File: config.mk
export PLATFORM = sky130hd
export DESIGN_NAME = cgsi_top
export DESIGN_NICKNAME = d
export VERILOG_FILES = /design/src/hdl/cgsi_pkg.sv /design/src/hdl/cgsi_prescaler.sv /design/src/hdl/cgsi_objects.sv /design/src/hdl/cgsi_top.sv
export VERILOG_INCLUDE_DIRS = /design/src /design/src/hdl
export SDC_FILE = /design/constraint.sdc
export NUM_CORES = 1
export LEC_CHECK = 0
export BUFFER_PORTS_ARGS = -buffer_cell sky130_fd_sc_hd__buf_2
export CAP_MARGIN = 30
export CORE_ASPECT_RATIO = 2
export CORE_MARGIN = 4
export CORE_UTILIZATION = 45
export CTS_CLUSTER_DIAMETER = 150
export DETAILED_ROUTE_END_ITERATION = 10
export PLACE_DENSITY = 0.74
export SLEW_MARGIN = 20
export SYNTH_ARGS = -nofsm -noshare
export SYNTH_HDL_FRONTEND = slang
export SYNTH_SLANG_ARGS = --single-unit
File: constraint.sdc
create_clock -name MCLK -period 5.1 [get_ports MCLK]
set_input_delay 0.51 -clock MCLK [delete_from_list [all_inputs] [get_ports MCLK]]
set_output_delay 0.51 -clock MCLK [all_outputs]
set_load 0.02 [all_outputs]
File: src/hdl/cgsi_regs.svh
// Notes on behaviour
// - enable state flag mirrors real state, no irq
// - bus off bit; only entering it flags
// - error passive bit never raises an irq
// - summary bit 7 ORs all enabled sources but timer wrap
// - bus off flag set leaving error passive
// - timer wrap flag set on FFFF to 0
// - timer handler entry also clears wrap flag
// - buffer done flag clears only after reconfiguration
// - unclaimed stuff error sets general flag
// - unclaimed crc mismatch sets general flag
// - unclaimed form violation sets general flag
// - missing acknowledge sets general flag
// - writing one clears a general flag
// - global enable bit 7, timer enable bit 0
// - six category enables, one means enabled
// - object in use set when configured enabled
// - done flag clears in use bit, except rx done on an auto reply object
// - disable, abort or standby clears in use
// - fifteen per object irq enables, two bytes
// - fifteen read only per object pending bits
// - pending when object flag meets category enable
// - bit clock period is prescaler plus one
`ifndef CGSI_REGS_SVH
`define CGSI_REGS_SVH
// ****************************************
// register offsets
// ****************************************
`define CGSI_OFS_STATUS   8'h00
`define CGSI_OFS_FLAGS    8'h04
`define CGSI_OFS_ENABLES  8'h08
`define CGSI_OFS_USE_LO   8'h0C
`define CGSI_OFS_USE_HI   8'h10
`define CGSI_OFS_OIE_LO   8'h14
`define CGSI_OFS_OIE_HI   8'h18
`define CGSI_OFS_PEND_LO  8'h1C
`define CGSI_OFS_PEND_HI  8'h20
`define CGSI_OFS_TIMING   8'h24
// ****************************************
// field positions
// ****************************************
`define CGSI_POS_ENA_STATE 2
`define CGSI_POS_BUS_OFF   1
`define CGSI_POS_ERR_PASS  0
`define CGSI_POS_SUMMARY   7
`define CGSI_POS_BUS_OFF_STATE_FLAG 6
`define CGSI_POS_WRAP      5
`define CGSI_POS_BUF_DONE  4
`define CGSI_POS_STUFF     3
`define CGSI_POS_CRC       2
`define CGSI_POS_FORM      1
`define CGSI_POS_ACK       0
`define CGSI_POS_GLOBAL_EN 7
`define CGSI_POS_BUS_OFF_STATE_EN   6
`define CGSI_POS_RX_EN     5
`define CGSI_POS_TX_EN     4
`define CGSI_POS_OERR_EN   3
`define CGSI_POS_BUF_EN    2
`define CGSI_POS_GERR_EN   1
`define CGSI_POS_WRAP_EN   0
`define CGSI_BRP_LSB       1
`define CGSI_BRP_MSB       6
// ****************************************
// reset values and counts
// ****************************************
`define CGSI_RST_BYTE      8'h00
`define CGSI_RST_OBJ       15'h0000
`define CGSI_NUM_OBJ       15
`define CGSI_BRP_W         6
`define CGSI_TIMER_MAX     16'hFFFF
`endif

File: src/hdl/cgsi_pkg.sv
package cgsi_pkg;
    typedef logic [7:0]  cgsi_byte_t;
    typedef logic [14:0] cgsi_objvec_t;
    typedef logic [31:0] cgsi_word_t;
endpackage : cgsi_pkg

File: src/hdl/cgsi_prescaler.sv
`timescale 1ns/1ps
`default_nettype none
`include "cgsi_regs.svh"
module cgsi_prescaler import cgsi_pkg::*; #(
    parameter int BRPW = `CGSI_BRP_W
) (
    input  wire logic            clk,
    input  wire logic            rst_n,
    input  wire logic            run,
    input  wire logic [BRPW-1:0] baud_prescaler,
    output var  logic            tick_ff
);
    logic [BRPW-1:0] cnt_ff;
    wire             last = (cnt_ff >= baud_prescaler);
    wire [BRPW-1:0]  nxt_cnt = (!run || last) ? '0 : cnt_ff + 1'b1;

    always_ff @(posedge clk or negedge rst_n) begin
        if (!rst_n) begin
            cnt_ff  <= '0;
            tick_ff <= 1'b0;
        end else begin
            cnt_ff  <= nxt_cnt;
            tick_ff <= run && last;
        end
    end

    // ****************************************
    // checks
    // ****************************************
    tick_spacing_a: assert property (@(posedge clk) disable iff (!rst_n)
        tick_ff && run && $stable(baud_prescaler) && baud_prescaler == '0 |=> tick_ff || !$past(run))
        else $error("prescaler tick missing at divide by one");
    tick_gap_a: assert property (@(posedge clk) disable iff (!rst_n)
        $rose(tick_ff) && baud_prescaler != '0 && $stable(baud_prescaler) |=> !tick_ff)
        else $error("prescaler tick too soon");
endmodule : cgsi_prescaler
`default_nettype wire

File: src/hdl/cgsi_objects.sv
`timescale 1ns/1ps
`default_nettype none
`include "cgsi_regs.svh"
module cgsi_objects import cgsi_pkg::*; #(
    parameter int NOBJ = `CGSI_NUM_OBJ
) (
    input  wire logic            clk,
    input  wire logic            rst_n,
    input  wire logic [NOBJ-1:0] cfg_en,
    input  wire logic [NOBJ-1:0] cfg_dis,
    input  wire logic [NOBJ-1:0] tx_done,
    input  wire logic [NOBJ-1:0] rx_done,
    input  wire logic [NOBJ-1:0] err,
    input  wire logic [NOBJ-1:0] auto_reply,
    input  wire logic            abort,
    input  wire logic            standby_enter,
    input  wire logic            rx_en,
    input  wire logic            tx_en,
    input  wire logic            err_en,
    output var  logic [NOBJ-1:0] in_use_ff,
    output var  logic [NOBJ-1:0] pending_ff
);
    genvar i;
    generate
        for (i = 0; i < NOBJ; i++) begin : g_obj
            // a hard clear beats a fresh enable so abort really empties
            wire hard_clr = cfg_dis[i] | abort | standby_enter;
            wire done_clr = tx_done[i] | (rx_done[i] & ~auto_reply[i]);
            wire nxt_use  = hard_clr ? 1'b0 : (cfg_en[i] ? 1'b1 : (done_clr ? 1'b0 : in_use_ff[i]));
            wire nxt_pend = (rx_done[i] & rx_en) | (tx_done[i] & tx_en) | (err[i] & err_en);
            always_ff @(posedge clk or negedge rst_n) begin
                if (!rst_n) begin
                    in_use_ff[i]  <= 1'b0;
                    pending_ff[i] <= 1'b0;
                end else begin
                    in_use_ff[i]  <= nxt_use;
                    pending_ff[i] <= nxt_pend;
                end
            end
        end
    endgenerate

    // ****************************************
    // checks
    // ****************************************
    use_set_a: assert property (@(posedge clk) disable iff (!rst_n)
        cfg_en[0] && !cfg_dis[0] && !abort && !standby_enter |=> in_use_ff[0])
        else $error("object in use not set");
    use_done_a: assert property (@(posedge clk) disable iff (!rst_n)
        tx_done[14] && !cfg_en[14] |=> !in_use_ff[14])
        else $error("object in use not cleared by done");
    use_abort_a: assert property (@(posedge clk) disable iff (!rst_n)
        abort |=> in_use_ff == '0)
        else $error("abort left an object in use");
    pend_cat_a: assert property (@(posedge clk) disable iff (!rst_n)
        rx_done[0] && rx_en |=> pending_ff[0] ##1 (pending_ff[0] || !$past(rx_done[0]) || !$past(rx_en)))
        else $error("pending not raised by enabled category");
endmodule : cgsi_objects
`default_nettype wire

File: src/hdl/cgsi_top.sv
// Decided for this implementation: the address map and the APB register port.
`timescale 1ns/1ps
`default_nettype none
`include "cgsi_regs.svh"
module cgsi_top import cgsi_pkg::*; (
    input  wire logic        MCLK,
    input  wire logic        RSTN,
    input  wire logic        PSEL,
    input  wire logic        PENABLE,
    input  wire logic        PWRITE,
    input  wire logic [7:0]  PADDR,
    input  wire logic [31:0] PWDATA,

    output var  logic [31:0] PRDATA,
    output var  logic        PREADY,
    output var  logic        PSLVERR,

    input  wire logic        ENABLE_STATE,
    input  wire logic        BUS_OFF,
    input  wire logic        ERR_PASSIVE,
    input  wire logic [15:0] TIMER_CNT,
    input  wire logic        TIMER_ISR_ENTER,

    input  wire logic        BUF_RX_DONE,
    input  wire logic        BUF_CFG_DONE,
    input  wire logic        GEN_STUFF_ERR,
    input  wire logic        GEN_CRC_ERR,
    input  wire logic        GEN_FORM_ERR,
    input  wire logic        GEN_ACK_ERR,

    input  wire logic [14:0] OBJ_CFG_EN,
    input  wire logic [14:0] OBJ_CFG_DIS,
    input  wire logic [14:0] OBJ_TX_DONE,
    input  wire logic [14:0] OBJ_RX_DONE,
    input  wire logic [14:0] OBJ_ERR,
    input  wire logic [14:0] OBJ_AUTO_REPLY,
    input  wire logic        ABORT_REQ,

    output var  logic        IRQ,
    output var  logic        TIMER_IRQ,
    output var  logic        BAUD_TICK
);
    // ****************************************
    // reset release
    // ****************************************
    logic rst_meta_ff;
    logic rst_n;

    // release reaches the logic on an edge, never mid-cycle
    always_ff @(posedge MCLK or negedge RSTN) begin
        if (!RSTN) begin
            rst_meta_ff <= 1'b0;
            rst_n       <= 1'b0;
        end else begin
            rst_meta_ff <= 1'b1;
            rst_n       <= rst_meta_ff;
        end
    end

    // ****************************************
    // state
    // ****************************************
    logic         ena_state_ff;
    logic         bus_off_ff;
    logic         err_pass_ff;
    logic [15:0]  timer_prev_ff;

    logic [6:0]   flags_ff;
    cgsi_byte_t   enables_ff;
    cgsi_objvec_t obj_ie_ff;
    logic [5:0]   brp_ff;

    cgsi_objvec_t in_use;
    cgsi_objvec_t pending;

    logic         pready_ff;
    logic         pslverr_ff;
    cgsi_word_t   prdata_ff;

    logic         irq_ff;
    logic         timer_irq_ff;
    logic         baud_tick;

    // ****************************************
    // bus decode
    // ****************************************
    wire setup    = PSEL & ~PENABLE;
    wire wr_fire  = PSEL & PENABLE & PWRITE & pready_ff;

    wire hit_stat = (PADDR == `CGSI_OFS_STATUS);
    wire hit_flg  = (PADDR == `CGSI_OFS_FLAGS);
    wire hit_ena  = (PADDR == `CGSI_OFS_ENABLES);
    wire hit_ulo  = (PADDR == `CGSI_OFS_USE_LO);
    wire hit_uhi  = (PADDR == `CGSI_OFS_USE_HI);
    wire hit_ilo  = (PADDR == `CGSI_OFS_OIE_LO);
    wire hit_ihi  = (PADDR == `CGSI_OFS_OIE_HI);
    wire hit_plo  = (PADDR == `CGSI_OFS_PEND_LO);
    wire hit_phi  = (PADDR == `CGSI_OFS_PEND_HI);
    wire hit_tim  = (PADDR == `CGSI_OFS_TIMING);

    wire hit_any  = hit_stat | hit_flg | hit_ena | hit_ulo | hit_uhi
                  | hit_ilo | hit_ihi | hit_plo | hit_phi | hit_tim;

    wire wr_flg   = wr_fire & hit_flg;
    wire wr_ena   = wr_fire & hit_ena;
    wire wr_ilo   = wr_fire & hit_ilo;
    wire wr_ihi   = wr_fire & hit_ihi;
    wire wr_tim   = wr_fire & hit_tim;

    // ****************************************
    // general flags
    // ****************************************
    // entry into bus off only counts when coming from error passive
    wire bus_off_state_enter = BUS_OFF & ~bus_off_ff & err_pass_ff;
    wire wrap_hit   = (timer_prev_ff == `CGSI_TIMER_MAX) && (TIMER_CNT == 16'h0000);

    logic [6:0] set_vec;
    logic [6:0] clr_vec;
    assign set_vec[`CGSI_POS_BUS_OFF_STATE_FLAG] = bus_off_state_enter;
    assign set_vec[`CGSI_POS_WRAP]      = wrap_hit;
    assign set_vec[`CGSI_POS_BUF_DONE]  = BUF_RX_DONE;
    assign set_vec[`CGSI_POS_STUFF]     = GEN_STUFF_ERR;
    assign set_vec[`CGSI_POS_CRC]       = GEN_CRC_ERR;
    assign set_vec[`CGSI_POS_FORM]      = GEN_FORM_ERR;
    assign set_vec[`CGSI_POS_ACK]       = GEN_ACK_ERR;

    // a zero bit leaves its flag alone
    wire [6:0] w1c  = wr_flg ? PWDATA[6:0] : 7'h00;
    assign clr_vec[`CGSI_POS_BUS_OFF_STATE_FLAG] = w1c[`CGSI_POS_BUS_OFF_STATE_FLAG];
    assign clr_vec[`CGSI_POS_WRAP]      = w1c[`CGSI_POS_WRAP] | TIMER_ISR_ENTER;
    assign clr_vec[`CGSI_POS_BUF_DONE]  = w1c[`CGSI_POS_BUF_DONE] & BUF_CFG_DONE;
    assign clr_vec[3:0]                 = w1c[3:0];

    // a set arriving with its clear survives
    wire [6:0] nxt_flags = (flags_ff & ~clr_vec) | set_vec;

    // ****************************************
    // enables and summary
    // ****************************************
    wire glob_en  = enables_ff[`CGSI_POS_GLOBAL_EN];
    wire wrap_en  = enables_ff[`CGSI_POS_WRAP_EN];
    wire bus_off_state_en  = enables_ff[`CGSI_POS_BUS_OFF_STATE_EN];
    wire rx_en    = enables_ff[`CGSI_POS_RX_EN];
    wire tx_en    = enables_ff[`CGSI_POS_TX_EN];
    wire oerr_en  = enables_ff[`CGSI_POS_OERR_EN];
    wire buf_en   = enables_ff[`CGSI_POS_BUF_EN];
    wire gerr_en  = enables_ff[`CGSI_POS_GERR_EN];

    wire gen_err  = |flags_ff[`CGSI_POS_STUFF:`CGSI_POS_ACK];
    // pending bits are already gated by their category enables
    wire obj_irq  = |(pending & obj_ie_ff);
    // the wrap flag is left out so its own handler owns it
    wire summary  = (flags_ff[`CGSI_POS_BUS_OFF_STATE_FLAG] & bus_off_state_en)
                  | (flags_ff[`CGSI_POS_BUF_DONE] & buf_en)
                  | (gen_err & gerr_en) | obj_irq;
    wire nxt_irq  = summary & glob_en;
    wire nxt_tirq = flags_ff[`CGSI_POS_WRAP] & wrap_en;

    // standby entry is seen as the enable state dropping
    wire stby_in  = ena_state_ff & ~ENABLE_STATE;

    // ****************************************
    // read data
    // ****************************************
    wire [7:0] rd_stat = {5'h00, ena_state_ff, bus_off_ff, err_pass_ff};
    wire [7:0] rd_flg  = {summary, flags_ff};
    wire [7:0] rd_tim  = {1'b0, brp_ff, 1'b0};

    wire [7:0] rd_byte = hit_stat ? rd_stat :
                         hit_flg  ? rd_flg :
                         hit_ena  ? enables_ff :
                         hit_ulo  ? in_use[7:0] :
                         hit_uhi  ? {1'b0, in_use[14:8]} :
                         hit_ilo  ? obj_ie_ff[7:0] :
                         hit_ihi  ? {1'b0, obj_ie_ff[14:8]} :
                         hit_plo  ? pending[7:0] :
                         hit_phi  ? {1'b0, pending[14:8]} :
                         hit_tim  ? rd_tim : `CGSI_RST_BYTE;

    // captured at setup, steady through the access
    wire [31:0] nxt_prdata = (setup && !PWRITE) ? {24'h000000, rd_byte} : prdata_ff;

    // ****************************************
    // bus slave
    // ****************************************
    // zero wait states: ready rises for the first access cycle only
    always_ff @(posedge MCLK or negedge rst_n) begin
        if (!rst_n) begin
            pready_ff  <= 1'b0;
            pslverr_ff <= 1'b0;
            prdata_ff  <= 32'h00000000;
        end else begin
            pready_ff  <= setup;
            pslverr_ff <= setup & ~hit_any;
            prdata_ff  <= nxt_prdata;
        end
    end

    // ****************************************
    // software registers
    // ****************************************
    // reserved bits are not stored and read back zero
    always_ff @(posedge MCLK or negedge rst_n) begin
        if (!rst_n) begin
            enables_ff <= `CGSI_RST_BYTE;
            obj_ie_ff  <= `CGSI_RST_OBJ;
            brp_ff     <= 6'h00;
        end else begin
            if (wr_ena) enables_ff <= PWDATA[7:0];
            if (wr_ilo) obj_ie_ff[7:0] <= PWDATA[7:0];
            if (wr_ihi) obj_ie_ff[14:8] <= PWDATA[6:0];
            if (wr_tim) brp_ff <= PWDATA[`CGSI_BRP_MSB:`CGSI_BRP_LSB];
        end
    end

    // ****************************************
    // status capture and flags
    // ****************************************
    // last value kept so a state change is seen as an edge
    always_ff @(posedge MCLK or negedge rst_n) begin
        if (!rst_n) begin
            ena_state_ff  <= 1'b0;
            bus_off_ff    <= 1'b0;
            err_pass_ff   <= 1'b0;
            timer_prev_ff <= 16'h0000;
            flags_ff      <= 7'h00;
        end else begin
            ena_state_ff  <= ENABLE_STATE;
            bus_off_ff    <= BUS_OFF;
            err_pass_ff   <= ERR_PASSIVE;
            timer_prev_ff <= TIMER_CNT;
            flags_ff      <= nxt_flags;
        end
    end

    // ****************************************
    // interrupt outputs
    // ****************************************
    // registered so the request pins never glitch
    always_ff @(posedge MCLK or negedge rst_n) begin
        if (!rst_n) begin
            irq_ff       <= 1'b0;
            timer_irq_ff <= 1'b0;
        end else begin
            irq_ff       <= nxt_irq;
            timer_irq_ff <= nxt_tirq;
        end
    end

    assign PRDATA    = prdata_ff;
    assign PREADY    = pready_ff;
    assign PSLVERR   = pslverr_ff;
    assign IRQ       = irq_ff;
    assign TIMER_IRQ = timer_irq_ff;
    assign BAUD_TICK = baud_tick;

    // ****************************************
    // message objects
    // ****************************************
    cgsi_objects #(
        .NOBJ (`CGSI_NUM_OBJ)
    ) u_objects (
        .clk           (MCLK),
        .rst_n         (rst_n),
        .cfg_en        (OBJ_CFG_EN),
        .cfg_dis       (OBJ_CFG_DIS),
        .tx_done       (OBJ_TX_DONE),
        .rx_done       (OBJ_RX_DONE),
        .err           (OBJ_ERR),
        .auto_reply    (OBJ_AUTO_REPLY),
        .abort         (ABORT_REQ),
        .standby_enter (stby_in),
        .rx_en         (rx_en),
        .tx_en         (tx_en),
        .err_en        (oerr_en),
        .in_use_ff     (in_use),
        .pending_ff    (pending)
    );

    // ****************************************
    // bit clock prescaler
    // ****************************************
    // only runs while the channel is really enabled
    cgsi_prescaler #(
        .BRPW (`CGSI_BRP_W)
    ) u_prescaler (
        .clk     (MCLK),
        .rst_n   (rst_n),
        .run     (ena_state_ff),
        .baud_prescaler     (brp_ff),
        .tick_ff (baud_tick)
    );

    // ****************************************
    // checks
    // ****************************************
    bus_off_state_entry_a: assert property (@(posedge MCLK) disable iff (!rst_n)
        $rose(flags_ff[`CGSI_POS_BUS_OFF_STATE_FLAG]) |-> $past(BUS_OFF) && !$past(bus_off_ff) && $past(err_pass_ff))
        else $error("bus off flag set without entry from error passive");

    bus_off_state_hold_a: assert property (@(posedge MCLK) disable iff (!rst_n)
        BUS_OFF && bus_off_ff |=> !$rose(flags_ff[`CGSI_POS_BUS_OFF_STATE_FLAG]))
        else $error("bus off flag raised while staying off");

    wrap_set_a: assert property (@(posedge MCLK) disable iff (!rst_n)
        TIMER_CNT == 16'h0000 && timer_prev_ff == `CGSI_TIMER_MAX |=> flags_ff[`CGSI_POS_WRAP])
        else $error("timer wrap flag not set");

    wrap_isr_a: assert property (@(posedge MCLK) disable iff (!rst_n)
        TIMER_ISR_ENTER && !wrap_hit |=> !flags_ff[`CGSI_POS_WRAP])
        else $error("handler entry did not clear wrap flag");

    buf_hold_a: assert property (@(posedge MCLK) disable iff (!rst_n)
        flags_ff[`CGSI_POS_BUF_DONE] && wr_flg && !BUF_CFG_DONE |=> flags_ff[`CGSI_POS_BUF_DONE])
        else $error("buffer flag cleared before reconfiguration");

    crc_clear_a: assert property (@(posedge MCLK) disable iff (!rst_n)
        wr_flg && PWDATA[`CGSI_POS_CRC] && !GEN_CRC_ERR |=> !flags_ff[`CGSI_POS_CRC])
        else $error("write one did not clear crc flag");

    set_wins_a: assert property (@(posedge MCLK) disable iff (!rst_n)
        GEN_ACK_ERR |=> flags_ff[`CGSI_POS_ACK])
        else $error("ack error flag lost");

    irq_cause_a: assert property (@(posedge MCLK) disable iff (!rst_n)
        IRQ |-> $past(glob_en) && $past(summary))
        else $error("interrupt without enabled summary");

    irq_gate_a: assert property (@(posedge MCLK) disable iff (!rst_n)
        !glob_en |=> !IRQ)
        else $error("interrupt while globally disabled");

    timer_irq_a: assert property (@(posedge MCLK) disable iff (!rst_n)
        flags_ff[`CGSI_POS_WRAP] && wrap_en && !glob_en ##1 flags_ff[`CGSI_POS_WRAP] |-> TIMER_IRQ)
        else $error("timer request not independent of global enable");

    status_ro_a: assert property (@(posedge MCLK) disable iff (!rst_n)
        $rose(ERR_PASSIVE) && !BUS_OFF |=> !$rose(flags_ff[`CGSI_POS_BUS_OFF_STATE_FLAG]))
        else $error("error passive raised an interrupt flag");

    apb_ready_a: assert property (@(posedge MCLK) disable iff (!rst_n)
        setup |=> PREADY ##1 !PREADY)
        else $error("bus answer not one cycle after setup");
endmodule : cgsi_top
`default_nettype wire

# Word-level counts from Yosys, hierarchy flattened
# Index checks and enable logic that the tools add are counted.
[op_classes]
n_reduce_logical = 25
n_addsub = 1
n_lt_le_gt_ge = 1
n_eq_ne = 10
bitwise = 190
mux = 57
[op_table]
columns = ["cell", "count"]
rows = [
  ["1-bit bitwise OR", 88],
  ["1-bit bitwise AND", 79],
  ["8-bit 2-to-1 mux", 8],
  ["1-bit 2-to-1 mux", 45],
  ["3-bit nonzero test", 15],
  ["8-bit by 5-bit == test with 1-bit output, second input constant", 4],
  ["7-bit 2-to-1 mux", 3],
  ["1-bit inverter", 19],
  ["16-bit == test, second input constant", 1],
  ["8-bit by 4-bit == test with 1-bit output, second input constant", 2],
  ["8-bit by 6-bit == test with 1-bit output, second input constant", 2],
  ["16-bit logical NOT", 1],
  ["15-bit bitwise AND", 1],
  ["15-bit OR reduction", 1],
  ["8-bit by 3-bit == test with 1-bit output, second input constant", 1],
  ["8-bit logical NOT", 1],
  ["7-bit bitwise AND", 1],
  ["7-bit inverter", 1],
  ["7-bit bitwise OR", 1],
  ["6-bit by 1-bit adder with 6-bit output, second input constant", 1],
  ["6-bit greater-or-equal comparator", 1],
  ["6-bit 2-to-1 mux", 1],
  ["4-bit OR reduction", 1],
  ["1-bit logical AND", 3],
  ["2 further kinds", 3],
]
[word_totals]
out_inout_bits = 37
elab_cells = 332
inputBits = 162
register_bits = 106

# Logic depth before layout (Yosys ltp)
# Gate-level depths: netlist (run 1).
[depth]
ltp_word = 12
depth_mapped = 8
depth_no_buf = 7

# Hierarchy
# From an unflattened synthesis (run 1), not the netlist that was laid out.
[unflattened]
cells_unflattened = 514
hier_area_um2 = 5502.8
[modules_own_cells]
columns = ["module", "area_per_inst_um2", "cells_each", "seq_area_each_um2", "n_inst"]
rows = [
  ["cgsi_top", 3677.3, 343, 1726.7, 1],
  ["cgsi_objects", 1378.8, 126, 750.7, 1],
  ["cgsi_prescaler", 446.7, 45, 175.2, 1],
]

# Worst setup path before layout (run 1)
# Ideal clock, no wire load.
[synth_path]
kind = "in2reg"
start = "in PADDR[4]"
end = "reg enables_ff[0]"
t_required_ns = 4.975
path_stages = 7
setup_time_ns = 0.125
slack_ns = 2.963
path_buffers = 3
arrival_time_ns = 2.012
cell_sequence = "buf_2 > or4_1 > buf_2 > nor3_4 > nand2b_2 > buf_6 > mux2_4"
[synth_via]
elab_chain_len = 2
[synth_lines]
columns = ["element", "line_no", "text"]
rows = [
  ["start: declaration", "cgsi_top.sv:11", "input wire logic [7:0] PADDR,"],
  ["8-bit by 4-bit == test with 1-bit output (no line)", "n/a", ""],
  ["1-bit bitwise AND", "cgsi_top.sv:105", "wire wr_ena = wr_fire & hit_ena;"],
  ["end signal: assignment", "cgsi_top.sv:205", "enables_ff <= `CGSI_RST_BYTE;"],
  ["end signal: assignment", "cgsi_top.sv:209", "if (wr_ena) enables_ff <= PWDATA[7:0];"],
  ["end: declaration", "cgsi_top.sv:69", "cgsi_byte_t enables_ff;"],
]
# No other way between the ends.
# A chain may end at the register's enable or synchronous reset.

# Worst setup path after layout (run 1)
[layout_path]
start = "in PADDR[2]"
end = "reg flags_ff[5]"
[layout_via]
elab_chain_len = 7
[layout_lines]
columns = ["element", "line_no", "text"]
rows = [
  ["8-bit by 3-bit == test with 1-bit output (no line)", "n/a", ""],
  ["1-bit bitwise AND", "cgsi_top.sv:104", "wire wr_flg = wr_fire & hit_flg;"],
  ["7-bit 2-to-1 mux", "cgsi_top.sv:128", "wire [6:0] w1c = wr_flg ? PWDATA[6:0] : 7'h00;"],
  ["1-bit bitwise OR", "cgsi_top.sv:130", "assign clr_vec[`CGSI_POS_WRAP] = w1c[`CGSI_POS_WRAP] | TIMER_ISR_ENTER;"],
  ["7-bit inverter", "cgsi_top.sv:135", "wire [6:0] nxt_flags = (flags_ff & ~clr_vec) | set_vec;"],
  ["7-bit bitwise AND", "cgsi_top.sv:135", ""],
  ["7-bit bitwise OR", "cgsi_top.sv:135", ""],
  ["named net nxt_flags[5]", "cgsi_top.sv:135", ""],
  ["end signal: assignment", "cgsi_top.sv:232", "flags_ff <= nxt_flags;"],
  ["end: declaration", "cgsi_top.sv:68", "logic [6:0] flags_ff;"],
]
# The timed path passes the listed nets, and every way through them passes these cells.

==> results by group, run 1 <==
Routing
  • Antenna Nets Post-Route: 0
  • Wirelength, routed: 15700 um
  • Wire per inst: 19.6 um
  • Number of DRC markers in iteration 0: 407
  • Post-route DRC violation count: 0
  • Avg Vias per Cell: 5.76
  • Pre-Repair DR Iteration Count: 6
  • DR vias: 4595

Setup path
  • CP Data Arrival Time: 3.01 ns
  • Required @ worst endpoint: 5.35 ns
  • Critical path cell sequence: buf_2 -> nor4b_2 -> nand2_1 -> nor2_1 -> nand2_1 -> a32o_1
  • Crit path kind: in2reg
  • Worst setup EP type: flip-flop
  • CP Launch Type: input port
  • CP peak stage delay: 0.67 ns
  • Max FO, Critical Path: 42
  • Slowest library cell on the worst path: buf_2
  • Cell mode on critical path: nand2_1

Timing
  • Crit path time final: 2.76 ns
  • Max Freq: 362 MHz
  • Worst Max-Slew Pin Slew: 0.887 ns
  • Final setup viols: 0
  • Period utilization: 54.2%
  • Final Max Tran Viols: 0
  • Clock Skew: 0.0105 ns
  • Final count of hold timing violations: 0
  • Slew margin rel.: 40.8%
  • RSZ-0062 raised after global routing: no
  • Total negative setup slack: 0 ns

Finish
  • FILL cells: 1078
  • Reg area: 2660 um^2
  • Area Overhead vs Synth: 19.9%
  • N_diodes: 0
  • Share of cells above drive strength 1: 33.5%
  • Final #Nets: 817
  • Area occupied by multi-input gates: 2390 um^2
  • Post-layout instance area: 6500 um^2

Global route
  • Overall fraction of global-route tracks in use: 22.5%
  • Wire length of the first global-routing pass: 23900 um
  • Vias in the first global route: 4739
  • Met1 Track Usage GR: 23.6%
  • Met2 Use GR: 41.0%
  • Gr busiest metal: met2
  • Met3 GRT Util: 3.13%
  • Initial antenna violation count: 0
  • Gr ovfl total: 0
  • Largest net degree at the start of global routing: 56

Logic synthesis
  • Seq/Total Area, Yosys: 48.9%
  • Synth Warn #: 0
  • Post-Syn Area: 5420 um^2
  • Top-count cell post-synth: dfrtp_1
  • Synth top area share: 48.9%
  • Synth unique cells: 64
  • Post-Synthesis Cells: 507
  • Post-synth top cells: dfrtp_1 (106), inv_1 (41), nand2_1 (25)
  • Asr flop ratio synth: 100%
  • Yosys reg bits: 106
  • Synth area leaders: dfrtp_1 (49%), mux2_2 (5.0%), buf_4 (3.3%), a222oi_1 (3.1%), inv_1 (2.8%)
  • Post-synth top area cell: dfrtp_1
  • Post-synth EDFFs: 0
  • Most used DFF post-synth: dfrtp_1
  • Mean Syn Cell Area: 10.7 um^2

Floorplanning
  • Die W: 85.6 um
  • Initial Util: 46.1%
  • Die ar.: 14000 um^2
  • Placeable Area: 11800 um^2
  • Die H: 163 um
  • Row cnt: 56
  • Io pins: 199

Clocking
  • TritonCTS clock tree: done
  • Num CTS Buffers: 9
  • # Post-CTS Setup Buffers: 0
  • # resized after CTS: 0
  • CTS root buf: clkbuf_16
  • CTS max path bufs: 2
  • Clock Pin Slew Worst Setup and Hold Paths: 0.08 ns
  • CTS Sinks: 106
  • # hold bufs at CTS: 1
  • Clk Latency, worst-skew pair: 0.35 ns
  • Htree depth: 3

Placed design
  • Gpl congestion: 1.00
  • Post-DP Area: 6180 um^2
  • Detailed Place HPWL: 12500 um
  • Port buffer count: 150

Outcome
  • Status: finished clean

Flow run
  • Max cap viols: 0

Pwr
  • IR drop worst, VDD: 197 uV
  • Leak: 0.00326 uW
  • Cell Pwr Density: 271 nW/um^2

Hold path
  • Min-delay worst type: in2reg
-- placed cells by master (no fill, tap or decap), types with 7 or more instances in the layout --
master and n:
ha_1 7, a22oi_1 13, nand2b_1 21, buf_2 150, inv_1 41, o21ai_0 13, a31oi_1 20, a222oi_1 17
a21oi_1 15, nor3_1 20, buf_4 7, clkbuf_16 9, mux2_2 24, conb_1 25, nor2_1 14, mux2_4 8
dfrtp_1 105, nand3_1 13, nand2_1 25, nand4_1 8
-- worst max-delay path: cells and delay by family --
kind | cells | cell delay, ns
AOI/OAI and AO/OA | 1 | 0.28
buffers and inverters | 1 | 0.67
and+or+nand+nor | 4 | 1.54
-- report_power, final --
part           internal (uW)  leakage (uW)  switching, uW
logic                   75.8       0.00176            110
clock network            349      0.000146            341
registers                861       0.00136           21.4
-- kinds of logic (layout without fill, tap and decap cells) --
group           Yosys count  after routing  share of synthesized area, %
buf+inv                  92            215                          8.61
xor+xnor                  4              4                         0.646
fa+ha+maj                 7              7                          1.62
mux                      38             38                          8.31
simple gates            135            135                          14.5
compound gates          123            123                          17.3
other cells               2             25                         0.139
flops                   106            106                          48.9
-- metal layers --
layer	share of wire [%]	up-vias	wire length [um]
met5	0	-	0
met4	5.3	0	838
met3	6.3	55	985
met2	53	229	8310
met1	35	2205	5530
li1	-	2106	-
-- final timing paths --
path                       slack [ns]  depth (start not counted)                  start                           to
max                              2.34                          6               PADDR[2]        flags_ff[5]$_DFF_PN0_
min                              0.27                          1          TIMER_CNT[14]  timer_prev_ff[14]$_DFF_PN0_
max reg2reg                      3.16                          4       PREADY$_DFF_PN0_        flags_ff[5]$_DFF_PN0_
min reg2reg                      0.37                          0  rst_meta_ff$_DFF_PN0_              rst_n$_DFF_PN0_
max in group asynchronous        3.61                          1        rst_n$_DFF_PN0_        PRDATA[3]$_DFFE_PN0P_
min in group asynchronous        0.38                          0        rst_n$_DFF_PN0_       ena_state_ff$_DFF_PN0_
-- flip-flops by register name (all words and copies together) (netlist names), 6 cells and up --
name                  flops
timer_prev_ff            16
obj_ie_ff                15
u_objects.in_use_ff      15
u_objects.pending_ff     15
PRDATA                    8
enables_ff                8
flags_ff                  7
brp_ff                    6
u_prescaler.cnt_ff        6
-- cell type report --
type	instances	area share (%)
Sequential cell	106	40.9
Clock buffer	9	3.47
Multi-Input combinational cell	332	36.8
Clock inverter	7	1.23
Inverter	41	2.37
Timing Repair Buffer	158	12.5
Tap cell	145	2.79
-- metrics by stage --
| stage | std cells | utilization [%] | power [uW] | setup WS (ns) | hold slack [ns] |
|---|---|---|---|---|---|
| CTS | 798 | 55.2 | 1770 | 2.39 | 0.263 |
| floorplan | 530 | - | 1000 | 1.93 | 0.214 |
| finish | 798 | 55.2 | 1760 | 2.34 | 0.273 |
| global route | 798 | 55.2 | 1820 | 2.21 | 0.260 |
| global placement | 781 | 52.5 | 1080 | 2.03 | 0.294 |
| detailed placement | 781 | 52.5 | 1080 | 2.01 | 0.300 |
Note: power is estimated with default switching activity, not from simulation.
==> inputs of run 2 (changes only) <==
Settings changed: PLACE_DENSITY 0.74 to 0.77.
Clock period 5.1 ns to 2.3 ns, I/O delays scaled along.
==> results by group, run 2 (synthesis gave the netlist of run 1 again) <==
Outcome
  • Status: finished clean

Flow run
  • Max cap viols: 0 (unchanged)

Hold path
  • Min-delay worst type: in2reg

Setup path
  • Slowest library cell on the worst path: or4b_4
  • WP buf/inv: 1 (unchanged)
  • Crit path kind: in2reg
  • CP peak stage delay: 0.70 ns (+0.03 ns)
  • Required @ worst endpoint: 2.52 ns (-2.83 ns)
  • Cell mode on critical path: o21ai_0
  • Worst setup EP type: flip-flop
  • Max FO, Critical Path: 13 (-69%)
  • CP Data Arrival Time: 2.17 ns (-0.84 ns)
  • Critical path cell sequence: buf_2 -> or4b_4 -> a2111oi_0 -> o21ai_0 -> o2111ai_1 -> o21ai_0
  • CP Launch Type: input port
  • Crit path max-delay family: compound AO/OA/AOI/OAI gates

Global route
  • Largest net degree at the start of global routing: 46 (-18%)
  • Overall fraction of global-route tracks in use: 24.6% (+2.1 points)
  • Initial antenna violation count: 0 (unchanged)
  • Wire length of the first global-routing pass: 26100 um (+9.3%)
  • Gr ovfl total: 0 (unchanged)
  • Vias in the first global route: 5097 (+7.6%)

Finish
  • Final #Nets: 850 (+4.0%)
  • N_diodes: 0 (unchanged)
  • Most common cell after layout, fill and taps aside: buf_2
  • Biggest register: timer_prev_ff
  • Most frequent cells in the layout: buf_2 (150), dfrtp_1 (105), inv_1 (41), nand2_1 (25), conb_1 (25)
  • Share of cells above drive strength 1: 34.1% (+0.57 points)
  • Number of flip-flops under the largest register name: 16 (unchanged)
  • FILL cells: 1034 (-4.1%)
  • Area Overhead vs Synth: 25.8%

Clocking
  • Htree depth: 3 (unchanged)
  • # resized after CTS: 0 (unchanged)
  • Clock Pin Slew Worst Setup and Hold Paths: 0.07 ns (about the same)
  • CTS root buf: clkbuf_16
  • CTS max path bufs: 2 (unchanged)
  • Clk Latency, worst-skew pair: 0.35 ns (about the same)
  • # Post-CTS Setup Buffers: 0 (unchanged)
  • CTS Sinks: 106 (unchanged)
  • # hold bufs at CTS: 19 (+18)
  • Num CTS Buffers: 9 (unchanged)
  • TritonCTS clock tree: done

Routing
  • Avg Vias per Cell: 5.78 (+0.46%)
  • Antenna Nets Post-Route: 0 (unchanged)
  • Post-route DRC violation count: 0 (unchanged)
  • Wire per inst: 20.4 um (+3.7%)
  • Number of DRC markers in iteration 0: 407 (unchanged)
  • Wirelength, routed: 16900 um (+7.9%)
  • Pre-Repair DR Iteration Count: 6 (unchanged)
  • DR vias: 4807 (+4.6%)

Pwr
  • Leak: 0.00342 uW (+5.0%)
  • Combinational share of power: 11.3% (+0.7 points)
  • IR drop worst, VDD: 503 uV (+160%)
  • Net Switching: 1060 uW (+120%)
  • Seq pwr share: 48.3% (-1.9 points)
  • Sw frac: 26.2% (-0.64 points)
  • Clk network pwr share: 40.4% (+1.1 points)
  • Tot Pwr: 4040 uW (+130%)
  • Cell Pwr Density: 593 nW/um^2 (+120%)
  • Internal power: 2980 uW (+130%)

Timing
  • Total negative setup slack: 0 ns (unchanged)
  • Final Max Tran Viols: 0 (unchanged)
  • Worst Max-Slew Pin Slew: 0.754 ns (-0.134 ns)
  • Max Freq: 512 MHz
  • Final count of hold timing violations: 0 (unchanged)
  • Final setup viols: 0 (unchanged)
  • Slew margin rel.: 49.8% (+8.9 points)
  • Clock Skew: 0.0114 ns (+0.000839 ns)
  • RSZ-0062 raised after global routing: no
  • Period utilization: 84.9%
  • Crit path time final: 1.95 ns

Floorplanning
  • Placeable Area: 11800 um^2 (unchanged)
  • Die H: 163 um (unchanged)
  • Die W: 85.6 um (unchanged)
  • Die ar.: 14000 um^2 (unchanged)
  • Initial Util: 46.1% (unchanged)
  • Row cnt: 56 (unchanged)
  • Io pins: 199 (unchanged)

Placed design
  • Gpl congestion: 0.999 (-0.51%)
  • Detailed Place HPWL: 13100 um (+4.9%)
  • Port buffer count: 150 (unchanged)
==> run 2: cell types whose count changed in the layout (fill, tap and decap cells not counted) <==
cell,delta
bufinv_16,+1
dlygate4sd3_1,+18
clkinv_8,-1
buf_4,+14
buf_12,+1
==> run 2: final timing paths <==
path / startpoint / to / slack (ns) / depth (start not counted)
min reg2reg: rst_n$_DFF_PN0_ / u_objects.in_use_ff[10]$_DFFE_PN0P_ / 0.34 / 0
max in group asynchronous: rst_n$_DFF_PN0_ / u_prescaler.cnt_ff[2]$_DFF_PN0_ / 1.26 / 1
min in group asynchronous: RSTN / rst_n$_DFF_PN0_ / 0.20 / 2
min: TIMER_CNT[9] / timer_prev_ff[9]$_DFF_PN0_ / 0.02 / 1
max: PADDR[5] / PRDATA[6]$_DFFE_PN0P_ / 0.35 / 6
max reg2reg: u_prescaler.cnt_ff[0]$_DFF_PN0_ / u_prescaler.cnt_ff[3]$_DFF_PN0_ / 0.49 / 7
==> run 2: area by class of cell <==
class                      count  area [um^2]  area share [%]
timing repair buffer         191         1120            16.4
clock buffer                   9          225            3.30
multi-input combinational    332         2390            35.0
sequential                   106         2660            39.0
inverter                      41          154            2.26
tap                          145          181            2.66
clock inverter                 7         93.8            1.38
==> run 2: power by group through the flow <==
stage	registers, uW	logic [uW]	clock network, uW
5_1_grt	1960	497	1730
2_1_floorplan	2000	222	0
4_1_cts	1950	451	1650
3_5_place_dp	1990	424	0
6_report	1950	455	1630
3_3_place_gp	1990	410	0
==> run 2: stage by stage <==
stage	instance area, um^2	hold slack [ns]	worst slack [ns]	cells	utilization, %
floorplan	5510	-0.0656	0.443	530	-
global placement	6310	0.0177	0.300	796	53.6
detailed placement	6310	0.0193	0.178	796	53.6
CTS	6820	0.0105	0.464	831	57.9
global route	6820	0.00810	0.130	831	57.9
finish	6820	0.0190	0.346	831	57.9
==> run 2: worst reg2reg max path: cells and delay by family (launching register included) <==
family          cells  cell delay, ns
compound gates      4            0.84
flops               1            0.41
fa+ha+maj           1            0.26
simple gates        1            0.14
buf+inv             1            0.06
==> run 2: layer usage <==
layer	GRT usage, %	wire length (um)	vias up
li1	-	-	2178
met1	25.8	5870	2323
met2	45.8	9170	247
met3	3.53	1140	59
met4	13.6	738	0
met5	0	0	-
==> inputs of run 3 (changes only) <==
Settings changed: ABC_AREA set to 1.
Clock period 2.3 ns to 1.59 ns, I/O delays scaled along.
==> results by group, run 3 <==
Outcome
  • Violated checks: negative setup slack
  • Status: finished, violations left

Logic synthesis
  • Post-synth top area cell: dfrtp_1
  • Most used DFF post-synth: dfrtp_1
  • Top-count cell post-synth: nand2_1
  • Synth area leaders: dfrtp_1 (49%), nand2_1 (11%), inv_1 (5.7%), nand3_1 (3.7%), buf_4 (3.5%)
  • Synth top area share: 49.5% (+0.52 points)
  • Post-Synthesis Cells: 638 (+26%)
  • Synth unique cells: 48 (-25%)
  • Mean Syn Cell Area: 8.41 um^2 (-21%)
  • Yosys reg bits: 106 (unchanged)
  • Post-synth EDFFs: 0 (unchanged)
  • Synth Warn #: 0 (unchanged)
  • Asr flop ratio synth: 100% (unchanged)
  • Post-synth top cells: nand2_1 (160), dfrtp_1 (106), inv_1 (81)
  • Post-Syn Area: 5360 um^2 (-1.1%)
  • Seq/Total Area, Yosys: 49.5% (+0.52 points)

Timing
  • RSZ-0062 raised after global routing: yes
  • Final Max Tran Viols: 0 (unchanged)
  • Final count of hold timing violations: 0 (unchanged)
  • Final setup viols: 2 (+2)
  • Clock Skew: 0.0102 ns (-0.00119 ns)
  • Worst Max-Slew Pin Slew: 0.580 ns (-0.174 ns)
  • Crit path time final: 1.64 ns
  • Max Freq: 608 MHz
  • Period utilization: 103%
  • Final setup margin: -0.0541 ns (-0.401 ns)
  • Slew margin rel.: 61.3% (+12 points)
  • Hold Slack: 0.0175 ns (-0.00157 ns)

Finish
  • Post-layout instance area: 7250 um^2 (+6.4%)
  • Final #Nets: 1033 (+22%)
  • Most common cell after layout, fill and taps aside: nand2_1
  • FILL cells: 1017 (-1.6%)
  • Biggest register: timer_prev_ff
  • Number of flip-flops under the largest register name: 16 (unchanged)
  • Most frequent cells in the layout: nand2_1 (158), buf_2 (150), dfrtp_1 (105), inv_1 (76), nand3_1 (40)
  • N_diodes: 0 (unchanged)
  • Share of cells above drive strength 1: 31.4% (-2.7 points)
  • Area Overhead vs Synth: 35.2%

Placed design
  • Port buffer count: 150 (unchanged)
  • Gpl congestion: 0.999 (about the same)
  • Post-DP Area: 6410 um^2 (+1.7%)
  • Detailed Place HPWL: 12500 um (-4.5%)

Global route
  • Initial antenna violation count: 0 (unchanged)
  • Largest net degree at the start of global routing: 64 (+39%)
  • Vias in the first global route: 5260 (+3.2%)
  • Wire length of the first global-routing pass: 25900 um (-1.0%)
  • Gr ovfl total: 0 (unchanged)
  • Overall fraction of global-route tracks in use: 24.2% (-0.44 points)

Clocking
  • CTS root buf: clkbuf_16
  • CTS max path bufs: 2 (unchanged)
  • Htree depth: 3 (unchanged)
  • TritonCTS clock tree: done
  • CTS Sinks: 106 (unchanged)
  • Num CTS Buffers: 9 (unchanged)
  • Clk Latency, worst-skew pair: 0.34 ns (about the same)
  • Clock Pin Slew Worst Setup and Hold Paths: 0.08 ns (about the same)

Pwr
  • Leak: 0.00375 uW (+9.4%)
  • IR drop worst, VDD: 971 uV (+93%)
  • Cell Pwr Density: 773 nW/um^2 (+30%)

Setup path
  • Slowest library cell on the worst path: dfrtp_1
  • CP Data Arrival Time: 1.91 ns (-0.26 ns)
  • Cell mode on critical path: inv_2
  • CP Launch Type: flip-flop
  • Crit path max-delay family: simple AND/OR/NAND/NOR gates
  • WP buf/inv: 2 (+1)
  • Max FO, Critical Path: 6 (-7)
  • Crit path kind: reg2reg
  • Worst setup EP type: flip-flop
  • Critical path cell sequence: inv_2 -> ha_4 -> inv_2 -> nor2_2 -> o211ai_1 -> o2111ai_2 -> or2_4 -> nor3b_2
  • Required @ worst endpoint: 1.86 ns (-0.66 ns)
  • CP peak stage delay: 0.39 ns (-0.31 ns)

Floorplanning
  • Die W: 85.2 um (-0.48%)
  • Die H: 162 um (-0.51%)
  • Die ar.: 13800 um^2 (-0.99%)
  • Row cnt: 56 (unchanged)
  • Io pins: 199 (unchanged)
  • Placeable Area: 11700 um^2 (-0.60%)
  • Initial Util: 45.8% (-0.22 points)

Routing
  • Antenna Nets Post-Route: 0 (unchanged)
  • DR vias: 5118 (+6.5%)
  • Post-route DRC violation count: 0 (unchanged)
  • Avg Vias per Cell: 5.05 (-13%)
  • Number of DRC markers in iteration 0: 331 (-19%)
  • Wire per inst: 16.1 um (-21%)
  • Wirelength, routed: 16300 um (-3.4%)
  • Pre-Repair DR Iteration Count: 5 (-1)

Flow run
  • Max cap viols: 0 (unchanged)

Hold path
  • Min-delay worst type: in2reg
[run 3: changes by cell type after synthesis, moves of 10 or more]
cell,before,now
nand2b_1,21,0
nand2_1,25,160
a222oi_1,17,0
nor2_1,14,32
a22oi_1,13,0
mux2_2,24,0
nand3_1,13,40
inv_1,41,81
o21ai_1,1,11
[run 3: worst paths after layout]
path	start	cells after the start	to	slack (ns)
worst max register to register	brp_ff[1]$_DFFE_PN0P_	8	u_prescaler.cnt_ff[2]$_DFF_PN0_	-0.05
min in group asynchronous	RSTN	2	rst_n$_DFF_PN0_	0.16
max in group asynchronous	rst_n$_DFF_PN0_	1	PRDATA[6]$_DFFE_PN0P_	0.84
worst min register to register	rst_n$_DFF_PN0_	0	obj_ie_ff[14]$_DFFE_PN0P_	0.17
worst max-delay path	brp_ff[1]$_DFFE_PN0P_	8	u_prescaler.cnt_ff[2]$_DFF_PN0_	-0.05
worst min-delay path	OBJ_ERR[14]	3	u_objects.pending_ff[14]$_DFF_PN0_	0.02
[run 3: area by class of cell]
cell class / count / area, um^2 / share of cell area [%]
clock buffers: 9 / 225 / 3.11
clock inverters: 7 / 72.6 / 1.00
inverters: 90 / 338 / 4.66
multi-input cells: 426 / 2280 / 31.5
flip-flops and latches: 106 / 2660 / 36.6
well taps: 145 / 181 / 2.50
repair buffers: 231 / 1500 / 20.6
[run 3: metal layers]
layer / wire length [um] / GRT usage [%] / vias to the layer above
met5: 0 / 0 / -
met4: 898 / 13.9 / 0
met3: 841 / 2.99 / 43
met2: 8950 / 43.9 / 207
met1: 5640 / 26.3 / 2390
li1: - / - / 2478
[run 3: power by group]
part / internal (uW) / leakage (uW) / switching, uW
Combinational: 277 / 0.00222 / 340
Clock: 1110 / 0.000143 / 1080
Sequential: 2750 / 0.00139 / 40.1
Total: 4150 / 0.00375 / 1460
[run 3: stage by stage]
stage          setup WS, ns  power, uW  std cells  TNS, ns  utilization, %
6_report            -0.0541       5610       1014  -0.0791            62.0
4_1_cts             -0.0343       5620       1012  -0.0474            61.2
5_1_grt              -0.132       5810       1014   -0.438            62.0
3_3_place_gp        -0.0190       3370        952  -0.0376            54.8
3_5_place_dp        -0.0680       3380        952   -0.144            54.8
2_1_floorplan       0.00506       3130        661        0               -
[run 3: repair_timing]
action	CTS	global route
buffers inserted	5	3
hold buffers	39	0
setup endpoints to repair	4	11
gates resized for setup	7	13
endpoints found under the hold margin	40	0
pin swaps	9	7
cloned	0	0
[run 3: logic make-up after synthesis]
family / count (synthesis) / share of synthesized area [%]
AOI/OAI and AO/OA: 92 / 10.9
xor gates and xnor gates: 2 / 0.327
adders and majority gates: 7 / 1.63
buffers and inverters: 129 / 11.4
DFF: 106 / 49.5
other: 2 / 0.140
and+or+nand+nor: 300 / 26.2
[run 3: worst reg2reg max path: stages (launching register included)]
cell and delay, ns:
dfrtp_1 0.39, inv_2 0.09, ha_4 0.21, inv_2 0.05, nor2_2 0.03, o211ai_1 0.20
o2111ai_2 0.15, or2_4 0.29, nor3b_2 0.18
